===== config.mk =====
export PLATFORM = sky130hd
export DESIGN_NAME = dewg_top
export DESIGN_NICKNAME = d
export VERILOG_FILES = /design/src/hdl/dewg_pkg.sv /design/src/hdl/dewg_top.sv
export SDC_FILE = /design/constraint.sdc
export NUM_CORES = 2
export LEC_CHECK = 0
export BUFFER_PORTS_ARGS = -buffer_cell sky130_fd_sc_hd__buf_2
export CORE_MARGIN = 8
export CORE_UTILIZATION = 40
export DETAILED_ROUTE_END_ITERATION = 12
export PLACE_DENSITY = 0.65
export SYNTH_ARGS = -nofsm -noshare
export SYNTH_HDL_FRONTEND = slang
export SYNTH_SLANG_ARGS = --single-unit

===== constraint.sdc =====
create_clock -name clk_in -period 6.35 [get_ports clk_in]
set_input_delay 0.635 -clock clk_in [delete_from_list [all_inputs] [get_ports clk_in]]
set_output_delay 0.635 -clock clk_in [all_outputs]
set_load 0.01 [all_outputs]

===== src/hdl/dewg_pkg.sv =====
// Package holding the register map, field positions and timing constants of the write guard
package dewg_pkg;
	// Bus geometry
	localparam int unsigned ADDR_W = 8;
	localparam int unsigned DATA_W = 32;
	localparam int unsigned BYTE_W = 8;
	localparam int unsigned DEPTH  = 256;

	// Register byte offsets
	localparam logic [7:0] OFS_NVM_CONTROL  = 8'h00;
	localparam logic [7:0] OFS_BYTE_POINTER = 8'h04;
	localparam logic [7:0] OFS_DATA         = 8'h08;
	localparam logic [7:0] OFS_UNLOCK_KEY   = 8'h0c;
	localparam logic [7:0] OFS_STATUS       = 8'h10;
	localparam logic [7:0] OFS_CONFIG       = 8'h14;

	// Control register fields
	localparam int unsigned CTL_READ_BIT        = 0;
	localparam int unsigned CTL_WRITE_START_BIT = 1;
	localparam int unsigned CTL_WRITE_ALLOW_BIT = 2;
	localparam int unsigned CTL_CFG_SPACE_BIT   = 6;
	localparam int unsigned CTL_ARRAY_SEL_BIT   = 7;

	// Status register fields (read only)
	localparam int unsigned STS_PWRT_BIT    = 0;
	localparam int unsigned STS_ARMED_BIT   = 1;
	localparam int unsigned STS_BUSY_BIT    = 2;
	localparam int unsigned STS_IGNORED_BIT = 3;

	// Config register field
	localparam int unsigned CFG_PROTECT_BIT = 0;

	// Reset values
	localparam logic [7:0] RST_BYTE = 8'h00;

	// Unlock key values
	localparam logic [7:0] KEY_FIRST  = 8'h55;
	localparam logic [7:0] KEY_SECOND = 8'haa;

	// Bus responses
	localparam logic [1:0] RESP_OKAY   = 2'h0;
	localparam logic [1:0] RESP_SLVERR = 2'h2;

	// Timing
	localparam int unsigned CLK_MHZ        = 100;
	localparam int unsigned PWRT_TIME_MS   = 72;
	localparam int unsigned WRITE_TIME_US  = 4000;
	localparam int unsigned PWRT_CYCLES    = PWRT_TIME_MS * 1000 * CLK_MHZ;
	localparam int unsigned WRITE_CYCLES   = WRITE_TIME_US * CLK_MHZ;
	localparam int unsigned CNT_W          = 24;

	// Unlock sequence states
	typedef enum logic [2:0] {
		KEY_IDLE  = 3'b001,
		KEY_HALF  = 3'b010,
		KEY_ARMED = 3'b100
	} dewg_key_t;
endpackage : dewg_pkg


===== src/hdl/dewg_top.sv =====
// Data EEPROM write guard: AXI4-Lite registers, unlock sequence, timers and byte array
// Summary of operation
// - Reset clears write-allow bit.
// - No write start while power-up timer runs.
// - Write needs write-allow plus 55h then AAh.
// - Unlocked write-start programs addressed byte.
// - Write-start reads set until write completes.
// - Code protect refuses external reads and writes.
// - Core access ignores code protect.
// - One byte per access; core at pointer, external port at ext_addr_in.
//
// The AXI4-Lite register port and the register addresses are this design's own decisions.
`timescale 1ns/100ps
`default_nettype none
module dewg_top #(
	parameter int unsigned PWRT_CYCLES  = dewg_pkg::PWRT_CYCLES,
	parameter int unsigned WRITE_CYCLES = dewg_pkg::WRITE_CYCLES
) (
	input  wire logic       clk_in,
	input  wire logic       sys_rst_in,
	input  wire logic       s_axi_awvalid_in,
	output logic            s_axi_awready_out,
	input  wire logic [7:0] s_axi_awaddr_in,
	input  wire logic       s_axi_wvalid_in,
	output logic            s_axi_wready_out,
	input  wire logic [31:0] s_axi_wdata_in,
	input  wire logic [3:0] s_axi_wstrb_in,
	output logic            s_axi_bvalid_out,
	input  wire logic       s_axi_bready_in,
	output logic [1:0]      s_axi_bresp_out,
	input  wire logic       s_axi_arvalid_in,
	output logic            s_axi_arready_out,
	input  wire logic [7:0] s_axi_araddr_in,
	output logic            s_axi_rvalid_out,
	input  wire logic       s_axi_rready_in,
	output logic [31:0]     s_axi_rdata_out,
	output logic [1:0]      s_axi_rresp_out,
	input  wire logic       ext_req_in,
	input  wire logic       ext_we_in,
	input  wire logic [7:0] ext_addr_in,
	input  wire logic [7:0] ext_wdata_in,
	output logic            ext_ack_out,
	output logic            ext_refused_out,
	output logic [7:0]      ext_rdata_out
);
	localparam logic [23:0] PWRT_LOAD  = 24'(PWRT_CYCLES - 1);
	localparam logic [23:0] WRITE_LOAD = 24'(WRITE_CYCLES - 1);

	// Byte array; one byte per location
	logic [7:0] mem_q [dewg_pkg::DEPTH];

	// Bus channel state
	logic awready_q, awready_d, aw_full_q, aw_full_d;
	logic wready_q, wready_d, w_full_q, w_full_d;
	logic bvalid_q, bvalid_d, arready_q, arready_d, rvalid_q, rvalid_d;
	logic [1:0] bresp_q, bresp_d, rresp_q, rresp_d;
	logic [7:0] awaddr_q, awaddr_d;
	logic [31:0] wdata_q, wdata_d, rdata_q, rdata_d;
	logic [3:0] wstrb_q, wstrb_d;

	// Block state
	logic write_allow_q, write_allow_d, array_select_q, array_select_d;
	logic config_space_select_q, config_space_select_d;
	logic protect_q, protect_d, busy_q, busy_d, ignored_q, ignored_d;
	logic pwrt_run_q, pwrt_run_d;
	logic [23:0] pwrt_cnt_q, pwrt_cnt_d, wr_cnt_q, wr_cnt_d;
	logic [7:0] nvm_byte_pointer_q, nvm_byte_pointer_d, data_q, data_d;
	logic [7:0] wr_addr_q, wr_addr_d, wr_byte_q, wr_byte_d;
	dewg_pkg::dewg_key_t key_q, key_d;
	logic ext_ack_q, ext_ack_d, ext_refused_q, ext_refused_d;
	logic [7:0] ext_rdata_q, ext_rdata_d;

	// Array write port
	logic       mem_we;
	logic [7:0] mem_waddr, mem_wbyte;

	logic       do_wr, lane0, data_space;
	logic [7:0] read_byte;

	// Register read mux; unmapped offsets answer zero with an error response
	always_comb begin
		read_byte = dewg_pkg::RST_BYTE;
		rresp_d   = dewg_pkg::RESP_OKAY;
		case (s_axi_araddr_in)
			dewg_pkg::OFS_NVM_CONTROL: begin
				read_byte[dewg_pkg::CTL_WRITE_START_BIT] = busy_q;
				read_byte[dewg_pkg::CTL_WRITE_ALLOW_BIT] = write_allow_q;
				read_byte[dewg_pkg::CTL_CFG_SPACE_BIT]   = config_space_select_q;
				read_byte[dewg_pkg::CTL_ARRAY_SEL_BIT]   = array_select_q;
			end
			dewg_pkg::OFS_BYTE_POINTER: read_byte = nvm_byte_pointer_q;
			dewg_pkg::OFS_DATA:         read_byte = data_q;
			dewg_pkg::OFS_UNLOCK_KEY:   read_byte = dewg_pkg::RST_BYTE;
			dewg_pkg::OFS_STATUS: begin
				read_byte[dewg_pkg::STS_PWRT_BIT]    = pwrt_run_q;
				read_byte[dewg_pkg::STS_ARMED_BIT]   = (key_q == dewg_pkg::KEY_ARMED);
				read_byte[dewg_pkg::STS_BUSY_BIT]    = busy_q;
				read_byte[dewg_pkg::STS_IGNORED_BIT] = ignored_q;
			end
			dewg_pkg::OFS_CONFIG: read_byte[dewg_pkg::CFG_PROTECT_BIT] = protect_q;
			default: rresp_d = dewg_pkg::RESP_SLVERR;
		endcase
	end

	// Next-state logic for bus, unlock sequence, timers and external port
	always_comb begin
		awready_d = awready_q;
		aw_full_d = aw_full_q;
		awaddr_d  = awaddr_q;
		wready_d  = wready_q;
		w_full_d  = w_full_q;
		wdata_d   = wdata_q;
		wstrb_d   = wstrb_q;
		bvalid_d  = bvalid_q;
		bresp_d   = bresp_q;
		arready_d = arready_q;
		rvalid_d  = rvalid_q;
		rdata_d   = rdata_q;
		write_allow_d         = write_allow_q;
		array_select_d        = array_select_q;
		config_space_select_d = config_space_select_q;
		protect_d             = protect_q;
		busy_d                = busy_q;
		ignored_d             = ignored_q;
		pwrt_run_d            = pwrt_run_q;
		pwrt_cnt_d            = pwrt_cnt_q;
		wr_cnt_d              = wr_cnt_q;
		nvm_byte_pointer_d    = nvm_byte_pointer_q;
		data_d                = data_q;
		wr_addr_d             = wr_addr_q;
		wr_byte_d             = wr_byte_q;
		key_d                 = key_q;
		ext_ack_d             = 1'b0;
		ext_refused_d         = 1'b0;
		ext_rdata_d           = ext_rdata_q;
		mem_we    = 1'b0;
		mem_waddr = wr_addr_q;
		mem_wbyte = wr_byte_q;
		do_wr      = aw_full_q && w_full_q && !bvalid_q;
		lane0      = wstrb_q[0];
		data_space = !array_select_q && !config_space_select_q;

		// Power-up timer holds off write starts after every reset; the external port can still write
		if (pwrt_run_q) begin
			if (pwrt_cnt_q == 24'h000000) begin
				pwrt_run_d = 1'b0;
			end else begin
				pwrt_cnt_d = pwrt_cnt_q - 24'h000001;
			end
		end

		// Write cycle timer; the byte lands when it expires
		if (busy_q) begin
			if (wr_cnt_q == 24'h000000) begin
				busy_d = 1'b0;
				mem_we = 1'b1;
			end else begin
				wr_cnt_d = wr_cnt_q - 24'h000001;
			end
		end

		// Address and data channels are taken independently, in either order
		if (s_axi_awvalid_in && awready_q) begin
			aw_full_d = 1'b1;
			awaddr_d  = s_axi_awaddr_in;
		end
		if (s_axi_wvalid_in && wready_q) begin
			w_full_d = 1'b1;
			wdata_d  = s_axi_wdata_in;
			wstrb_d  = s_axi_wstrb_in;
		end
		if (bvalid_q && s_axi_bready_in) begin
			bvalid_d = 1'b0;
		end

		// Register write once both halves are present
		if (do_wr) begin
			aw_full_d = 1'b0;
			w_full_d  = 1'b0;
			bvalid_d  = 1'b1;
			bresp_d   = dewg_pkg::RESP_OKAY;
			case (awaddr_q)
				dewg_pkg::OFS_NVM_CONTROL: if (lane0) begin
					write_allow_d         = wdata_q[dewg_pkg::CTL_WRITE_ALLOW_BIT];
					array_select_d        = wdata_q[dewg_pkg::CTL_ARRAY_SEL_BIT];
					config_space_select_d = wdata_q[dewg_pkg::CTL_CFG_SPACE_BIT];
					// Any control write consumes the unlock, used or not
					key_d = dewg_pkg::KEY_IDLE;
					if (wdata_q[dewg_pkg::CTL_READ_BIT] && data_space) begin
						data_d = mem_q[nvm_byte_pointer_q];
					end
					if (wdata_q[dewg_pkg::CTL_WRITE_START_BIT] && !busy_q) begin
						if (key_q == dewg_pkg::KEY_ARMED && write_allow_q && !pwrt_run_q
							&& data_space) begin
							busy_d    = 1'b1;
							wr_cnt_d  = WRITE_LOAD;
							wr_addr_d = nvm_byte_pointer_q;
							wr_byte_d = data_q;
							ignored_d = 1'b0;
						end else begin
							ignored_d = 1'b1;
						end
					end
				end
				dewg_pkg::OFS_BYTE_POINTER: if (lane0) begin
					nvm_byte_pointer_d = wdata_q[7:0];
				end
				dewg_pkg::OFS_DATA: if (lane0) begin
					data_d = wdata_q[7:0];
				end
				dewg_pkg::OFS_UNLOCK_KEY: if (lane0) begin
					// Only the exact pair in order arms; anything else starts over
					if (wdata_q[7:0] == dewg_pkg::KEY_FIRST) begin
						key_d = dewg_pkg::KEY_HALF;
					end else if (wdata_q[7:0] == dewg_pkg::KEY_SECOND && key_q == dewg_pkg::KEY_HALF) begin
						key_d = dewg_pkg::KEY_ARMED;
					end else begin
						key_d = dewg_pkg::KEY_IDLE;
					end
				end
				dewg_pkg::OFS_STATUS: ;
				dewg_pkg::OFS_CONFIG: if (lane0) begin
					protect_d = wdata_q[dewg_pkg::CFG_PROTECT_BIT];
				end
				default: bresp_d = dewg_pkg::RESP_SLVERR;
			endcase
		end
		awready_d = !aw_full_d && !bvalid_d;
		wready_d  = !w_full_d && !bvalid_d;

		// Read channel: one outstanding read
		if (rvalid_q && s_axi_rready_in) begin
			rvalid_d  = 1'b0;
			arready_d = 1'b1;
		end
		if (s_axi_arvalid_in && arready_q) begin
			arready_d = 1'b0;
			rvalid_d  = 1'b1;
			rdata_d   = {24'h000000, read_byte};
		end

		// External programming port waits while an internal write is in flight
		if (ext_req_in && !busy_q && !ext_ack_q && !ext_refused_q) begin
			if (protect_q) begin
				ext_refused_d = 1'b1;
			end else begin
				ext_ack_d = 1'b1;
				if (ext_we_in) begin
					mem_we    = 1'b1;
					mem_waddr = ext_addr_in;
					mem_wbyte = ext_wdata_in;
				end else begin
					ext_rdata_d = mem_q[ext_addr_in];
				end
			end
		end
	end

	// Array storage; internal writes take priority through the busy stall above
	always_ff @(posedge clk_in) begin
		if (mem_we) begin
			mem_q[mem_waddr] <= mem_wbyte;
		end
	end

	// State registers
	always_ff @(posedge clk_in) begin
		if (sys_rst_in) begin
			awready_q             <= 1'b1;
			aw_full_q             <= 1'b0;
			awaddr_q              <= dewg_pkg::RST_BYTE;
			wready_q              <= 1'b1;
			w_full_q              <= 1'b0;
			wdata_q               <= 32'h00000000;
			wstrb_q               <= 4'h0;
			bvalid_q              <= 1'b0;
			bresp_q               <= dewg_pkg::RESP_OKAY;
			arready_q             <= 1'b1;
			rvalid_q              <= 1'b0;
			rresp_q               <= dewg_pkg::RESP_OKAY;
			rdata_q               <= 32'h00000000;
			write_allow_q         <= 1'b0;
			array_select_q        <= 1'b0;
			config_space_select_q <= 1'b0;
			protect_q             <= 1'b0;
			busy_q                <= 1'b0;
			ignored_q             <= 1'b0;
			pwrt_run_q            <= 1'b1;
			pwrt_cnt_q            <= PWRT_LOAD;
			wr_cnt_q              <= 24'h000000;
			nvm_byte_pointer_q    <= dewg_pkg::RST_BYTE;
			data_q                <= dewg_pkg::RST_BYTE;
			wr_addr_q             <= dewg_pkg::RST_BYTE;
			wr_byte_q             <= dewg_pkg::RST_BYTE;
			key_q                 <= dewg_pkg::KEY_IDLE;
			ext_ack_q             <= 1'b0;
			ext_refused_q         <= 1'b0;
			ext_rdata_q           <= dewg_pkg::RST_BYTE;
		end else begin
			awready_q             <= awready_d;
			aw_full_q             <= aw_full_d;
			awaddr_q              <= awaddr_d;
			wready_q              <= wready_d;
			w_full_q              <= w_full_d;
			wdata_q               <= wdata_d;
			wstrb_q               <= wstrb_d;
			bvalid_q              <= bvalid_d;
			bresp_q               <= bresp_d;
			arready_q             <= arready_d;
			rvalid_q              <= rvalid_d;
			if (s_axi_arvalid_in && arready_q) begin
				rresp_q <= rresp_d;
			end
			rdata_q               <= rdata_d;
			write_allow_q         <= write_allow_d;
			array_select_q        <= array_select_d;
			config_space_select_q <= config_space_select_d;
			protect_q             <= protect_d;
			busy_q                <= busy_d;
			ignored_q             <= ignored_d;
			pwrt_run_q            <= pwrt_run_d;
			pwrt_cnt_q            <= pwrt_cnt_d;
			wr_cnt_q              <= wr_cnt_d;
			nvm_byte_pointer_q    <= nvm_byte_pointer_d;
			data_q                <= data_d;
			wr_addr_q             <= wr_addr_d;
			wr_byte_q             <= wr_byte_d;
			key_q                 <= key_d;
			ext_ack_q             <= ext_ack_d;
			ext_refused_q         <= ext_refused_d;
			ext_rdata_q           <= ext_rdata_d;
		end
	end

	// All outputs straight from flops
	assign s_axi_awready_out = awready_q;
	assign s_axi_wready_out  = wready_q;
	assign s_axi_bvalid_out  = bvalid_q;
	assign s_axi_bresp_out   = bresp_q;
	assign s_axi_arready_out = arready_q;
	assign s_axi_rvalid_out  = rvalid_q;
	assign s_axi_rdata_out   = rdata_q;
	assign s_axi_rresp_out   = rresp_q;
	assign ext_ack_out       = ext_ack_q;
	assign ext_refused_out   = ext_refused_q;
	assign ext_rdata_out     = ext_rdata_q;
endmodule : dewg_top
`default_nettype wire


# Yosys cells after proc, flatten, opt, wreduce, memory -nomap -nowiden
# Memories as Yosys holds them, arrays and structs flattened. A register that Yosys moved wholly into a read port is not among the register bits.
# Cells that the tools add are included.
# W data, S select, Z words.
[totals]
regBits = 128
ramBits = 2048
in_bits = 77
output_inout_bits = 51
memories = 1
[memory_table]
columns = ["name", "depth", "word_bits", "rd", "rd_clocked_by_memory_dff", "write_ports", "line", "source"]
rows = [
  ["mem_q", 256, 8, 2, 2, 1, "dewg_top.sv:50", "logic [7:0] mem_q [dewg_pkg::DEPTH];"],
]
[op_classes]
add_sub_neg = 2
eq_ne = 18
muxes = 60
bitwise_logic = 4
n_reduce_logical = 48
[op_table]
columns = ["cell", "count"]
rows = [
  ["$mux W24", 7],
  ["$mux W8", 11],
  ["$logic_not A24 Y1", 2],
  ["$sub A24 B1 Y24 const B", 2],
  ["$eq A8 B4 Y1 const B", 4],
  ["$eq A8 B5 Y1 const B", 4],
  ["$mux W1", 29],
  ["$logic_and A1 B1 Y1", 19],
  ["$eq A8 B3 Y1 const B", 2],
  ["$logic_not A8 Y1", 2],
  ["$pmux W8 S2", 1],
  ["$mux W3", 4],
  ["$reduce_and A3 Y1", 4],
  ["$reduce_or A6 Y1", 2],
  ["$logic_not A1 Y1", 10],
  ["$reduce_and A5 Y1", 2],
  ["$eq A8 B7 Y1 const B", 1],
  ["$eq A8 B8 Y1 const B", 1],
  ["$ne A2 B2 Y1 const B", 4],
  ["$pmux W2 S4", 1],
  ["$reduce_and A4 Y1", 2],
  ["$pmux W2 S3", 1],
  ["$pmux W3 S2", 1],
  ["$reduce_bool A2 Y1", 3],
  ["9 further kinds", 13],
]

# Longest topological paths before layout
[depth]
ltp_word = 9
depth_mapped = 13
depth_no_buf = 8

# Least setup slack after synthesis
# OpenSTA, ideal clock, no wires.
[synth_path]
kind = "input to register"
from = "in ext_req_in"
to = "mem mem_q[0][0], data pin"
t_arrival_ps = 4565
required_ps = 5526
slack_ps = 961
path_stages = 6
path_buffers = 0
cell_sequence = "or4b_1 -> nor2_1 -> nand2_1 -> clkinv_1 -> nand2_1 -> nand2_1"
[synth_via]
elab_chain_len = 4
[synth_lines]
columns = ["item", "line", "source"]
rows = [
  ["start: declaration", "dewg_top.sv:38", "input wire logic ext_req_in,"],
  ["$logic_and A1 B1 Y1 (3 in series)", "dewg_top.sv:243", "if (ext_req_in && !busy_q && !ext_ack_q && !ext_refused_q) begin"],
  ["$mux W8", "dewg_top.sv:243", ""],
  ["via mem_wbyte[0]", "dewg_top.sv:75", "logic [7:0] mem_waddr, mem_wbyte;"],
  ["end: declaration", "dewg_top.sv:50", ""],
]
# The timed path passes the listed nets, and every way through them passes these cells.

# Worst setup path in the final report
[layout_path]
from = "reg wr_cnt_q[11]"
to = "mem mem_q[165][4], enable pin"
[layout_via]
elab_chain_len = 8
[layout_lines]
columns = ["item", "line", "source"]
rows = [
  ["start: declaration", "dewg_top.sv:66", "logic [23:0] pwrt_cnt_q, pwrt_cnt_d, wr_cnt_q, wr_cnt_d;"],
  ["start signal: assignment", "dewg_top.sv:323", "wr_cnt_q <= wr_cnt_d;"],
  ["$logic_not A24 Y1 (*)", "dewg_top.sv:154", "if (wr_cnt_q == 24'h000000) begin"],
  ["$mux W1 (*)", "dewg_top.sv:154", ""],
  ["$mux W1 (*)", "dewg_top.sv:153", "if (busy_q) begin"],
  ["$mux W1", "dewg_top.sv:248", "if (ext_we_in) begin"],
  ["$mux W1", "dewg_top.sv:244", "if (protect_q) begin"],
  ["$mux W1 (*)", "dewg_top.sv:243", ""],
  ["$mux W1 (*)", "dewg_top.sv:261", "if (mem_we) begin"],
  ["$mux W1 (not written as such) (*)", "dewg_top.sv:262", "mem_q[mem_waddr] <= mem_wbyte;"],
]
# Every way passes the cells marked *; elsewhere a longest branch is shown, timed or not.

==> results summary <==
The run finished with clean final reports. The part of the power in combinational logic came out at 4.9%. The most frequently used flop master after synthesis is edfxtp_1. Setup repair after global routing left no endpoint under its margin. The buffer levels on the longest clock path came out at 3. Cells with a size suffix above 1 make up 27.8% of the layout. Data on the critical path arrives at its endpoint at 5.09 ns. The tree is rooted in a clkbuf_16. TritonCTS built the clock tree. The ratio of total power to cell area came out at 268 nW/µm². The highest clock rate is 0.216 GHz. The mapped netlist covers 102000 µm². Setup violations remaining at the end of the flow were counted as 0.

After detailed routing, the average wire length per cell comes to 34.7 µm. In the routed design, unresolved DRC markers number 0. The launching element type of the critical path is a flop. The final clock skew came out at 0.0380 ns. In the global route stage, overall resource usage came out at 23.5%. The detailed router finished its first iteration with 9312 violations.

Counting every sink on the clock net gives 2190. Clock-pin slew was measured on the worst setup and hold paths at 0.06 ns. Entering global routing, the biggest net connects 140 pins. The final period demand of the worst path is 4.63 ns. Once layout is complete, the utilization of the core stands at 44.7%. Along the worst path, the maximum fanout reaches 48. For the pin with the worst max-slew slack, the measured transition is 1.26 ns. Of all flip-flops after synthesis, the portion carrying an async set or reset was 0%. The initial antenna violation count came out at 16. The max-slew violation count is 0.

The die width came out at 522 µm. The count of nets left with antenna violations once routing finished came out at 0. The post-placement cell count is 9001. The total clock buffers created by CTS is 226. In this run, synthesis inferred 2048 flip-flops with an integrated enable.

The die span in y is 522 µm. The internal cell power is 0.0239 W. The count of endpoints failing hold in the final timing report came out at 0. The row count came out at 186. The length of the first detailed-routing pass in iterations came out at 6.

The number of I/O pins came out at 128. The slack of the worst reg-to-reg path is 1.72 ns. The count of placed standard cells in the final layout, fillers left out came out at 9457. By startpoint and endpoint, the worst setup path is classified as reg2reg.

The number of synthesized register bits is 2190. The wire-length estimate of the detail-placed layout is 216 mm. The count of mapped cells out of synthesis came out at 5825. The maximum VDD drop is 0.289 mV. For this design the static power due to leakage is 35.1 nW.

The number of unique standard cell types used by synthesis is 92. The tool flagged a number of max-cap violations equal to 0. The number of global-route vias before repair came out at 61500. The net count of the finished layout came out at 5936. The via density per instance came out at 6.57. The largest individual stage delay along the critical path comes from the cell nor2_1. After layout, the worst path uses 72.9% of the clock period. The tightest min-delay check is of the in2reg type. The part of the total power dissipated in sequential elements came out at 51.4%. The number of levels in the clock H-tree is 4. The cell that appears most often on the critical path is nor2_1. The final hold slack is 0.0598 ns. The area growth from synthesis to layout is 11.6%. The starting density of the core is 40.1%. The worst setup path is captured at a flop. In this run the mean area of a mapped cell was 17.6 µm².

The clock latency at the later pin of the worst-skew pair came out at 0.87 ns. The worst max-slew margin expressed relative to the limit is 15.0%. The routed via count came out at 62100. For the worst setup path, the data required time is 6.80 ns.

The area enclosed by the die boundary came out at 273000 µm². Summing the sequential cell areas from Yosys gives 62.8% of the chip area. After detailed routing, the total wire length is 328 mm. The maximum cell stage delay along the critical path came out at 1.02 ns. Traced cell by cell, the critical path runs through nor4_1 -> nor4b_1 -> and2_1 -> nand3_1 -> nor2_1 -> a22oi_2 -> buf_4 -> nor2_1.

The switching fraction of total power came out at 22.1%. Routability-driven placement finished with a final weighted congestion of 0.940. The clock network is responsible for 43.7% of the overall power.

Setup total negative slack on the finished layout was measured at 0 ns. The net switching power is 0.00677 W. The first-pass GRT wire length is 463 mm. The core region area came out at 256000 µm².

The count of buffers from port buffering came out at 74. The leftover overflow at the end of global routing is 0. The total of warnings raised by yosys came out at 0.
## synthesized netlist by cell type (30+ instances only)
master    count  area share [%]
a21oi_1     124            0.61
o221ai_1     48            0.41
nor2_1      391             1.4
nor3_1       52            0.25
nor4_1       30            0.18
clkbuf_1    216            0.79
nand3_1     158            0.77
buf_2       101            0.49
nand2_1     323             1.2
mux4_2     1003              22
nand2b_1     38            0.23
o22ai_1      83            0.51
mux2_2       30            0.33
mux2i_1     237             2.3
a22oi_1     122            0.89
a31oi_1      32            0.20
dfxtp_1     142             2.8
buf_4       103            0.75
edfxtp_1   2048              60
buf_1        41            0.15
o21ai_0      73            0.36
## cell usage in the layout (no fill, tap or decap), types with 30 or more instances in the layout
cell and instances:
buf_2 69, nor2_1 387, o22ai_1 83, a31oi_1 32
mux4_2 1003, nor3_1 52, o21ai_0 73, dfxtp_1 136
clkbuf_1 49, buf_4 127, a21oi_1 124, mux2i_1 237
nand2b_1 36, nand2_1 314, clkinv_1 42, buf_12 35
nand3_1 158, clkbuf_16 233, clkinv_2 55, a22oi_1 118
mux2_2 30, o221ai_1 48, edfxtp_1 2048
## cell families (layout without fill, tap and decap cells)
group,count (synthesis),after routing,share of synthesized area (%)
flops,2190,2190,62.8
other cells,1,41,0.00366
xor+xnor,34,34,0.291
buf+inv,489,697,2.34
mux,1270,1270,24.7
simple gates,1147,1147,5.15
compound gates,691,691,4.72
fa+ha+maj,3,3,0.0366
## power groups by stage
| stage | sequential, W | combinational (W) | clock [W] |
|---|---|---|---|
| 6_report | 0.0158 | 0.00149 | 0.0134 |
| 5_1_grt | 0.0158 | 0.00153 | 0.0140 |
| 4_1_cts | 0.0158 | 0.00146 | 0.0135 |
| 3_5_place_dp | 0.0161 | 0.00145 | 0 |
| 3_3_place_gp | 0.0161 | 0.00143 | 0 |
| 2_1_floorplan | 0.0161 | 0.000877 | 0 |
## routing by layer
metal	track usage, %	routed length, µm	vias up
met2	35.8	147000	4305
met4	11.2	18800	4
met1	31.2	120000	32600
met3	6.91	41800	784
met5	0	26	-
li1	-	-	24500
## registers in the layout (all words and copies together), names as in the netlist, 3 cells and up, named ones only
| signal | count |
|---|---|
| awaddr_q | 8 |
| data_q | 8 |
| ext_rdata_out | 8 |
| key_q | 3 |
| mem_q | 2048 |
| nvm_byte_pointer_q | 8 |
| pwrt_cnt_q | 24 |
| s_axi_rdata_out | 8 |
| wdata_q | 8 |
| wr_addr_q | 8 |
| wr_byte_q | 8 |
| wr_cnt_q | 24 |
## metrics by stage
step / power, W / area, µm² / worst slack [ns]
after floorplan: 0.0170 / 103000 / 0.961
after global placement: 0.0175 / 107000 / 1.79
after CTS: 0.0307 / 114000 / 1.84
final: 0.0307 / 114000 / 1.72
after detailed placement: 0.0175 / 107000 / 1.77
after global routing: 0.0313 / 114000 / 1.51
## repair_timing
action	CTS	global route
hold buffers	10	0
endpoints found under the setup margin	0	0
resized for setup	0	0
setup buffers	0	0
endpoints found under the hold margin	10	0
## cell type report
| type | count | area, µm² |
|---|---|---|
| fillers | 21600 | 141000 |
| flip-flops and latches | 2190 | 64400 |
| multi-input cells | 3171 | 36100 |
| clock buffers | 290 | 6110 |
| well taps | 3384 | 4230 |
| repair buffers | 245 | 2150 |
| clock inverters | 140 | 1340 |
| inverters | 22 | 93.8 |
| diodes | 15 | 37.5 |
## critical path: cells and delay by family (launching register included)
| family | cells | cell delay [ns] |
|---|---|---|
| buffers and inverters | 1 | 0.53 |
| flip-flops | 1 | 0.32 |
| AND/OR/NAND/NOR | 6 | 2.92 |
| AO/OA/AOI/OAI | 1 | 0.38 |
## final timing paths
| path | from | to | depth (start not counted) |
|---|---|---|---|
| setup / recovery | wr_cnt_q[11] | mem_q[165][4] | 8 |
| hold / removal | s_axi_rready_in | s_axi_arready_out | 3 |
| setup reg to reg | wr_cnt_q[11] | mem_q[165][4] | 8 |
| hold reg to reg | wr_byte_q[3] | wr_byte_q[3] | 2 |
Note: power is estimated with default switching activity, not from simulation.
